===== src/shared/pcs_defs.svh =====
// register offsets, field positions and reset values for the pll control
`ifndef PCS_DEFS_SVH
`define PCS_DEFS_SVH
`define PCS_ADDR_W 4
`define PCS_OFF_CTRL 4'h0
`define PCS_OFF_BWC 4'h4
`define PCS_OFF_PROG 4'h8
`define PCS_CTRL_IE 7
`define PCS_CTRL_FLAG 6
`define PCS_CTRL_ON 5
`define PCS_CTRL_BCS 4
`define PCS_CTRL_UNUSED 4'hF
`define PCS_BWC_AUTO 7
`define PCS_BWC_LOCK 6
`define PCS_BWC_ACQ 5
`define PCS_BWC_XLD 4
`define PCS_RST_MUL 4'h6
`define PCS_RST_VRS 4'h6
`define PCS_SWITCH_EDGES 3
`define PCS_RESP_OKAY 2'h0
`define PCS_RESP_SLVERR 2'h2
`endif


===== src/shared/pcs_pkg.sv =====
// types shared by the pll clock select control
package pcs_pkg;
  typedef enum logic [0:0] {
    PCS_SW_IDLE = 1'b0,
    PCS_SW_WAIT = 1'b1
  } pcs_sw_e;
  typedef struct packed {
    logic vco_on;
    logic auto_bw;
    logic acq_track;
    logic [3:0] multiplier;
    logic [3:0] vco_range;
  } pcs_ana_out_s;
  typedef struct packed {
    logic aw_full;
    logic [3:0] aw_addr;
    logic w_full;
    logic [7:0] w_data;
    logic w_strb0;
    logic bvalid;
    logic [1:0] bresp;
    logic rvalid;
    logic [7:0] rdata;
    logic [1:0] rresp;
    logic ie;
    logic flag;
    logic vco_enable;
    logic base_source_select;
    logic auto_bw;
    logic acq_manual;
    logic crystal_loss_bit;
    logic [3:0] mul;
    logic [3:0] vrs;
    logic lock_prev;
    logic [1:0] xt_sync;
    logic [1:0] vc_sync;
    logic [1:0] lk_sync;
    logic [1:0] tr_sync;
    logic xt_prev;
    logic vc_prev;
    pcs_sw_e sw;
    logic [1:0] xcnt;
    logic [1:0] vcnt;
    logic active_sel;
    logic base_q;
    logic xclk_q;
  } pcs_state_s;
endpackage


===== src/design/pcs_top.sv =====
// pll clock select control with axi4-lite register slave
//
// The AXI4-Lite slave port and the register addresses are this design's own decisions.
`timescale 1ns/10ps
`default_nettype none
`include "pcs_defs.svh"
module pcs_top #(
  parameter int SWITCH_EDGES = `PCS_SWITCH_EDGES
) (
  // clock and reset
  input wire logic aclk,
  input wire logic aresetn,
  // axi4-lite write address
  input wire logic awvalid,
  output logic awready,
  input wire logic [`PCS_ADDR_W-1:0] awaddr,
  input wire logic [2:0] awprot,
  // axi4-lite write data
  input wire logic wvalid,
  output logic wready,
  input wire logic [31:0] wdata,
  input wire logic [3:0] wstrb,
  // axi4-lite write response
  output logic bvalid,
  input wire logic bready,
  output logic [1:0] bresp,
  // axi4-lite read address
  input wire logic arvalid,
  output logic arready,
  input wire logic [`PCS_ADDR_W-1:0] araddr,
  input wire logic [2:0] arprot,
  // axi4-lite read data
  output logic rvalid,
  input wire logic rready,
  output logic [31:0] rdata,
  output logic [1:0] rresp,
  // clocks and status from the analog pll
  input wire logic crystal_clock,
  input wire logic vco_clock,
  input wire logic pll_locked,
  input wire logic pll_tracking,
  // system controls
  input wire logic stop_mode,
  input wire logic break_state,
  input wire logic break_clear_enable,
  // outputs
  output pcs_pkg::pcs_ana_out_s ana_out,
  output logic base_clock_out,
  output logic crystal_clock_out,
  output logic pll_irq_request
);

  // ---------------------------------------------------------------
  // parameter check
  // ---------------------------------------------------------------
  if (SWITCH_EDGES < 1 || SWITCH_EDGES > 3) begin : g_chk
    $error("pcs_top: SWITCH_EDGES must be 1 to 3");
  end
  if (`PCS_ADDR_W < 4) begin : g_addr_chk
    $error("pcs_top: address width too narrow for the map");
  end

  localparam logic [1:0] SW_EDGES = 2'(SWITCH_EDGES);

  // ---------------------------------------------------------------
  // state
  // ---------------------------------------------------------------
  pcs_pkg::pcs_state_s s;
  pcs_pkg::pcs_state_s next_s;

  logic unused_ok;
  assign unused_ok = ^{awprot, arprot, wdata[31:8], wstrb[3:1]};

  // ---------------------------------------------------------------
  // derived status
  // ---------------------------------------------------------------
  logic lock_ind;
  logic xt_rise;
  logic vc_rise;
  logic flag_vis;
  logic ie_vis;
  logic acq_vis;
  logic xld_vis;
  logic do_wr;
  logic rd_take;
  logic flag_keep;

  assign lock_ind = s.auto_bw & s.lk_sync[1];
  assign xt_rise = s.xt_sync[1] & ~s.xt_prev;
  assign vc_rise = s.vc_sync[1] & ~s.vc_prev;
  assign flag_vis = s.flag & s.auto_bw;
  assign ie_vis = s.ie & s.auto_bw;
  assign acq_vis = s.auto_bw ? s.tr_sync[1] : s.acq_manual;
  assign xld_vis = s.crystal_loss_bit & s.base_source_select;
  assign do_wr = s.aw_full & s.w_full & ~s.bvalid;
  assign rd_take = arvalid & ~s.rvalid;
  assign flag_keep = break_state & ~break_clear_enable;

  // ---------------------------------------------------------------
  // read value
  // ---------------------------------------------------------------
  function automatic logic [8:0] rd_value(
    input logic [`PCS_ADDR_W-1:0] a
  );
    logic [8:0] v;
    v = 9'h000;
    case (a)
      `PCS_OFF_CTRL: begin
        v[`PCS_CTRL_IE] = ie_vis;
        v[`PCS_CTRL_FLAG] = flag_vis;
        v[`PCS_CTRL_ON] = s.vco_enable;
        v[`PCS_CTRL_BCS] = s.base_source_select;
        v[3:0] = `PCS_CTRL_UNUSED;
      end
      `PCS_OFF_BWC: begin
        v[`PCS_BWC_AUTO] = s.auto_bw;
        v[`PCS_BWC_LOCK] = lock_ind;
        v[`PCS_BWC_ACQ] = acq_vis;
        v[`PCS_BWC_XLD] = xld_vis;
      end
      `PCS_OFF_PROG: begin
        v[7:4] = s.mul;
        v[3:0] = s.vrs;
      end
      default: begin
        v[8] = 1'b1;
      end
    endcase
    return v;
  endfunction

  // ---------------------------------------------------------------
  // next state
  // ---------------------------------------------------------------
  always_comb begin
    logic [8:0] rv;
    logic [8:0] wchk;
    logic [7:0] wd;
    rv = 9'h000;
    wchk = 9'h000;
    wd = s.w_data;
    next_s = s;

    // -------------------------------------------------------------
    // pin synchronisers
    // -------------------------------------------------------------
    next_s.xt_sync = {s.xt_sync[0], crystal_clock};
    next_s.vc_sync = {s.vc_sync[0], vco_clock};
    next_s.lk_sync = {s.lk_sync[0], pll_locked};
    next_s.tr_sync = {s.tr_sync[0], pll_tracking};
    next_s.xt_prev = s.xt_sync[1];
    next_s.vc_prev = s.vc_sync[1];

    // -------------------------------------------------------------
    // write channel capture
    // -------------------------------------------------------------
    if (awvalid && !s.aw_full) begin
      next_s.aw_full = 1'b1;
      next_s.aw_addr = awaddr;
    end
    if (wvalid && !s.w_full) begin
      next_s.w_full = 1'b1;
      next_s.w_data = wdata[7:0];
      next_s.w_strb0 = wstrb[0];
    end
    if (s.bvalid && bready) begin
      next_s.bvalid = 1'b0;
    end

    // -------------------------------------------------------------
    // register write
    // -------------------------------------------------------------
    if (do_wr) begin
      next_s.aw_full = 1'b0;
      next_s.w_full = 1'b0;
      next_s.bvalid = 1'b1;
      wchk = rd_value(s.aw_addr);
      next_s.bresp = wchk[8] ? `PCS_RESP_SLVERR : `PCS_RESP_OKAY;
      if (s.w_strb0) begin
        case (s.aw_addr)
          `PCS_OFF_CTRL: begin
            if (s.auto_bw) begin
              next_s.ie = wd[`PCS_CTRL_IE];
            end
            if (!(s.base_source_select && !wd[`PCS_CTRL_ON])) begin
              next_s.vco_enable = wd[`PCS_CTRL_ON];
            end
            if (!wd[`PCS_CTRL_BCS]) begin
              next_s.base_source_select = 1'b0;
            end else if (s.vco_enable && s.vrs != 4'h0) begin
              next_s.base_source_select = 1'b1;
            end
          end
          `PCS_OFF_BWC: begin
            next_s.auto_bw = wd[`PCS_BWC_AUTO];
            if (!s.auto_bw) begin
              next_s.acq_manual = wd[`PCS_BWC_ACQ];
            end
            if (wd[`PCS_BWC_XLD]) begin
              next_s.crystal_loss_bit = 1'b1;
            end
          end
          `PCS_OFF_PROG: begin
            if (!s.vco_enable) begin
              next_s.mul = wd[7:4];
              next_s.vrs = wd[3:0];
            end
          end
          default: begin
            next_s.bresp = `PCS_RESP_SLVERR;
          end
        endcase
      end
    end

    // -------------------------------------------------------------
    // zero range disables the pll and the vco selection
    // -------------------------------------------------------------
    if (next_s.vrs == 4'h0) begin
      next_s.vco_enable = 1'b0;
      next_s.base_source_select = 1'b0;
    end

    // -------------------------------------------------------------
    // stop deselects the vco
    // -------------------------------------------------------------
    if (stop_mode) begin
      next_s.base_source_select = 1'b0;
    end

    // -------------------------------------------------------------
    // crystal loss: a rising crystal edge clears, new write wins
    // -------------------------------------------------------------
    if (xt_rise && !(do_wr && s.w_strb0 && s.aw_addr == `PCS_OFF_BWC
        && wd[`PCS_BWC_XLD])) begin
      next_s.crystal_loss_bit = 1'b0;
    end
    if (!s.base_source_select) begin
      next_s.crystal_loss_bit = 1'b0;
    end

    // -------------------------------------------------------------
    // read channel
    // -------------------------------------------------------------
    if (s.rvalid && rready) begin
      next_s.rvalid = 1'b0;
    end
    if (rd_take) begin
      rv = rd_value(araddr);
      next_s.rvalid = 1'b1;
      next_s.rdata = rv[7:0];
      next_s.rresp = rv[8] ? `PCS_RESP_SLVERR : `PCS_RESP_OKAY;
      if (araddr == `PCS_OFF_CTRL && !flag_keep) begin
        next_s.flag = 1'b0;
      end
    end

    // -------------------------------------------------------------
    // lock change detection, set wins over read clear
    // -------------------------------------------------------------
    next_s.lock_prev = lock_ind;
    if (lock_ind != s.lock_prev) begin
      next_s.flag = 1'b1;
    end

    // -------------------------------------------------------------
    // base clock transition control
    // -------------------------------------------------------------
    case (s.sw)
      pcs_pkg::PCS_SW_IDLE: begin
        if (s.base_source_select != s.active_sel) begin
          next_s.sw = pcs_pkg::PCS_SW_WAIT;
          next_s.xcnt = 2'h0;
          next_s.vcnt = 2'h0;
        end else if (s.active_sel ? vc_rise : xt_rise) begin
          next_s.base_q = ~s.base_q;
        end
      end
      pcs_pkg::PCS_SW_WAIT: begin
        if (xt_rise && s.xcnt != SW_EDGES) begin
          next_s.xcnt = s.xcnt + 2'h1;
        end
        if (vc_rise && s.vcnt != SW_EDGES) begin
          next_s.vcnt = s.vcnt + 2'h1;
        end
        if (s.base_source_select == s.active_sel) begin
          next_s.sw = pcs_pkg::PCS_SW_IDLE;
        end else if (s.xcnt == SW_EDGES && s.vcnt == SW_EDGES) begin
          next_s.active_sel = s.base_source_select;
          next_s.sw = pcs_pkg::PCS_SW_IDLE;
        end
      end
      default: begin
        next_s.sw = pcs_pkg::PCS_SW_IDLE;
      end
    endcase

    // -------------------------------------------------------------
    // stop holds clock outputs low
    // -------------------------------------------------------------
    next_s.xclk_q = stop_mode ? 1'b0 : s.xt_sync[1];
    if (stop_mode) begin
      next_s.base_q = 1'b0;
    end
  end

  // ---------------------------------------------------------------
  // state register
  // ---------------------------------------------------------------
  always_ff @(posedge aclk) begin
    if (!aresetn) begin
      s <= '0;
      s.vco_enable <= 1'b1;
      s.mul <= `PCS_RST_MUL;
      s.vrs <= `PCS_RST_VRS;
      s.sw <= pcs_pkg::PCS_SW_IDLE;
    end else begin
      s <= next_s;
    end
  end

  // ---------------------------------------------------------------
  // outputs
  // ---------------------------------------------------------------
  assign awready = ~s.aw_full;
  assign wready = ~s.w_full;
  assign bvalid = s.bvalid;
  assign bresp = s.bresp;
  assign arready = ~s.rvalid;
  assign rvalid = s.rvalid;
  assign rdata = {24'h000000, s.rdata};
  assign rresp = s.rresp;

  // ---------------------------------------------------------------
  // analog side controls
  // ---------------------------------------------------------------
  assign ana_out.vco_on = s.vco_enable & ~stop_mode;
  assign ana_out.auto_bw = s.auto_bw;
  assign ana_out.acq_track = s.acq_manual;
  assign ana_out.multiplier = (s.mul == 4'h0) ? 4'h1 : s.mul;
  assign ana_out.vco_range = s.vrs;

  // ---------------------------------------------------------------
  // clock and interrupt outputs
  // ---------------------------------------------------------------
  assign base_clock_out = s.base_q;
  assign crystal_clock_out = s.xclk_q;
  assign pll_irq_request = flag_vis & ie_vis & ~stop_mode;

endmodule
`default_nettype wire


===== config.mk =====
export PLATFORM = sky130hd
export DESIGN_NAME = pcs_top
export DESIGN_NICKNAME = d
export VERILOG_FILES = /design/src/shared/pcs_pkg.sv /design/src/design/pcs_top.sv
export VERILOG_INCLUDE_DIRS = /design/src /design/src/shared
export SDC_FILE = /design/constraint.sdc
export NUM_CORES = 1
export LEC_CHECK = 0
export ABC_CLOCK_PERIOD_IN_PS = 1600
export BUFFER_PORTS_ARGS = -buffer_cell sky130_fd_sc_hd__buf_2
export CORE_MARGIN = 1
export CORE_UTILIZATION = 48
export DETAILED_ROUTE_END_ITERATION = 6
export HOLD_SLACK_MARGIN = 0.06
export PLACE_DENSITY = 0.8
export SLEW_MARGIN = 10
export SYNTH_ARGS = -nofsm -noshare
export SYNTH_HDL_FRONTEND = slang
export SYNTH_SLANG_ARGS = --single-unit

===== constraint.sdc =====
create_clock -name aclk -period 1.6 [get_ports aclk]
set_input_delay 0.24 -clock aclk [delete_from_list [all_inputs] [get_ports aclk]]
set_output_delay 0.24 -clock aclk [all_outputs]
set_load 0.01 [all_outputs]

# Yosys cells after proc, flatten, opt, wreduce, memory -nomap -nowiden
# Index checks and enable logic that the tools add are counted.
# Widths: inputs -> output; s select.
# op_classes
multipliers	0
bitwise_logic	29
n_shift	0
reduce_logical	49
eq_ne	16
addsub	2
n_div	0
muxes	38
order_cmp	0
# op_table
operator	count
$mux 13	2
$reduce_and 4->1	6
$mux 1	18
$logic_not 4->1	4
$mux 2	8
$mux 8	2
$not 1->1	16
$logic_and 1x1->1	14
$reduce_bool 2->1	7
$and 1x1->1	13
$pmux 4 s3	1
$reduce_or 3->1	4
$mux 11	1
$pmux 5 s2	1
$reduce_and 3->1	3
$eq 4x3->1 const B	2
$eq 4x4->1 const B	2
$ne 2x1->1 const B	4
$pmux 4 s2	1
$mux 3	2
$ne 2x2->1 const B	3
$reduce_and 2->1	3
$logic_not 1->1	5
$mux 5	1
other kinds (7)	11
# word_totals
out_inout_bits	55
latch_bits	0
inputBits	64
romBits	0
register_bits	63
memories	0
ram_bits	0
elab_cells	166

# Longest topological paths before layout
# depth
ltp_word	10
depth_mapped	5
mapped_depth_nobuf	5

# Least setup slack after synthesis
# Ideal clock, no wire load.
# synth_timing
path_type	register to register
from	reg s[30] (netlist bit)
to	reg s (netlist bit base_clock_out)
setup_ns	0.116
path_stages_with_launch	6
period_less_slack_ns	1.336
n_path_buf	1
arrival_time_ns	1.220
t_required_ns	1.484
path_slack_ns	0.264
path_cell_list	dfxtp_1 -> buf_6 -> or4b_4 -> a21oi_2 -> xnor2_1 -> nor2_1
# synth_between
elab_chain_cells	3
# synth_rtl
element	line	text
from (decl)	pcs_top.sv:68	pcs_pkg::pcs_state_s s;
from (signal assigned)	pcs_top.sv:318	s <= next_s;
$ne 1x1->1	pcs_top.sv:271	if (s.base_source_select != s.active_sel) begin
$not 1->1 (no line)	-	
$reduce_and 3->1 (no line)	-	
# Every way passes these cells.
# A chain may end at the register's enable or synchronous reset.

==> results.md <==
- Outcome: completed
- Clk sinks: 61
- Ports: 119
- Routed via count divided by cell count: 4.851
- Kind of path behind the tightest hold check: in -> reg
- Yosys top cell area share: 0.4209
- Setup repair after global routing missed its margin: no
- Post-layout util: 0.5769
- Core area: 0.005675 mm²
- Number of antenna violations at the first check in global routing: 0
- Placed inst area: 0.003074 mm²
- Cell internal pwr: 2.404 mW
- Starting density of the core: 0.5112
- Synth-to-layout area growth: 12.85%
- Post-Synthesis Cell Area: 0.002902 mm²
- Final min period: 1471 ps
- Number of enable-type register cells in the synthesized netlist: 0
- Post-CTS Setup Inserts: 0
- Commonest cells in the netlist: dfxtp_1 (61), buf_4 (42), nand2_1 (35)
- Slack of the worst reg-to-reg path: 130 ps
- TritonCTS buffer count: 9
- Final cycle utilization of the critical path: 0.9193
- Launch instance of the worst register-to-register path: s[59]
- Port Buffers: 59
- Cell count after synthesis: 312
- GPL Wtd Cong: 0.7948
- Clk network pwr share: 0.417
- Reg2Reg Capture Point: s[30]
- CTS H-Tree Depth: 3
- CP Launch Type: flop
- Per-cell routed wire length: 12.49 µm
- Routed wire length: 5456 µm
- Warning count from the yosys run: 0
- Startpoint of the lowest-slack hold path: pll_tracking
- Setup Skew: 7.003 ps
- Net count of the finished layout: 426
- Buffers from clock root to sink, at most: 2
- DP Wirelength: 4050 µm
- Nature of the critical path endpoint: output pin
- Design area: 0.003274 mm²
- Hold bufs inserted after CTS: 0
- Die footprint: 0.006360 mm²
- Post-route DRC violation count: 0
- Data arrival time of the critical path: 1230 ps
- Synthesized flop and latch total: 61
- Standard-cell rows: 27
- Net switching fraction of the power: 0.2512
- Root Buffer Master: clkbuf_8
- Share of synthesized area occupied by flip-flops and latches: 0.4209
- Share of power burned in registers: 0.499
- Final setup violation count: 0
- Antenna viol nets, final: 0
- Slew Viols, Final: 0
- Total Power: 3.211 mW
- Leading cell types by total area after synthesis: dfxtp_1 (42%), buf_4 (11%), mux2i_1 (6.2%)
- Maximum fanout count along the critical path: 4
- Via count of the first global-routing pass: 1872
- Power density of the placed cells: 980.5 mW/mm²
- End of the worst hold path: next_s[11]
- CP Data Required Time: 1360 ps
- Fraction of layout cells with a size suffix above 1: 0.2575
- Max-cap violations: 0
- Count of distinct cell types in the synthesized netlist: 51
- Quantity of gates resized following cts: 0
- Crit Path Class: reg -> out
- Die width: 79.75 µm
- DIE HEIGHT: 79.75 µm
- Most used standard cell by instance count after synthesis: dfxtp_1
- Number of antenna cells inserted: 0
- CTS tree: done
- Hold path depth: 2
- Synth Flop Type: dfxtp_1
- Pin count of the biggest net entering global routing: 20
- Global-route total usage across every layer: 0.1864
- Switching power summed over all nets: 0.8066 mW
- FFs w/ async S/R, synth: 0
- Worst-path clk slew: 70 ps
- Count of final hold-check violations: 0
- Drt pass-1 iters: 4
- Global-route wire length before repair: 8845 µm
- Achievable frequency: 0.6799 GHz
- Leakage: 1.521 nW
- Setup TNS after final layout: 0 ps
- GRT overflow: 0
- Mean cell area of the mapped netlist: 9.300 µm²
- Count of routing violations after the opening detailed-route iteration: 96
- Power share of the combinational group: 0.084
- Routed via count: 2120
- VDD IR max: 0.5906 mV
- Worst reg-to-reg path cell count: 4
- Top cell type by total area after synthesis: dfxtp_1
- Skew-Pair Late Insertion Delay: 340 ps
[worst max-delay path: stages (launching register included)]
cell and delay [ps]:
dfxtp_1 420, nor3_1 60, or2_2 270, buf_2 140
[cells in the final DEF (no fill, tap or decap), types with 4 or more instances in the layout]
master	netlist	final
a21boi_0	16	16
a22oi_1	4	4
and2_1	11	11
and3_1	5	5
buf_2	2	59
buf_4	42	10
clkbuf_8	0	9
conb_1	1	26
dfxtp_1	61	61
inv_1	9	9
mux2i_1	18	18
nand2_1	35	35
nand2b_1	6	6
nand3_1	5	5
nor2_1	13	13
nor2b_1	20	20
o211ai_1	4	4
[layer usage]
layer	GRT usage	up-vias	routed length (µm)
li1	-	1087	-
met1	0.2270	949	2585
met2	0.2923	76	2449
met3	0.07086	8	339
met4	0.08036	0	82
met5	0	-	0
[power by group through the flow]
stage                     registers, mW  logic (mW)  clock network [mW]
after floorplan                    1.63       0.227                   0
after global placement             1.63       0.264                   0
after detailed placement           1.64       0.267                   0
after CTS                          1.60       0.269                1.37
after global routing               1.61       0.303                1.46
final                              1.60       0.269                1.34
[per-stage QoR]
stage                     setup WS, ps  instances  hold WS, ps
after floorplan                  263.8        337        355.8
after global placement           165.4        421        416.7
after detailed placement         102.9        421        417.7
after CTS                        95.36        437        83.62
after global routing             26.54        437        73.25
final                            129.2        437        96.59
[how the worst max path moves through the flow]
stage	startpoint	to	slack, ps	cells after the start
after floorplan	s[30]	base_clock_out	260	5
after global placement	s[59]	s[30]	170	4
after detailed placement	s[57]	bresp[1]	100	4
after CTS	s[25]	ana_out[4]	100	3
after global routing	s[59]	s[30]	30	4
final	s[26]	ana_out[4]	130	3
[cell families after synthesis]
logic type / synth area share
AO/OA/AOI/OAI: 0.1268
XOR/XNOR: 0.009057
adder cells (fa/ha/maj): 0.008623
buffers and inverters: 0.1432
flip-flops: 0.4209
multiplexers: 0.06209
other: 0.001292
AND/OR/NAND/NOR: 0.2281
[registers in the layout, indices dropped and copies added, names as in the netlist]
signal             flops
ana_out                6
base_clock_out         1
bresp                  1
bvalid                 1
crystal_clock_out      1
next_s                 6
rdata                  8
rresp                  1
rvalid                 1
s                     35
[final cells by class]
class | instances | area [µm²]
Sequential cell | 61 | 1221
Fill cell | 512 | 2401
Clock inverter | 7 | 76.32
Tap cell | 72 | 90.09
Multi-Input combinational cell | 210 | 1359
Clock buffer | 9 | 123.9
Inverter | 9 | 33.78
Timing Repair Buffer | 69 | 370.4
No activity file was read; power rests on OpenSTA's default activity.
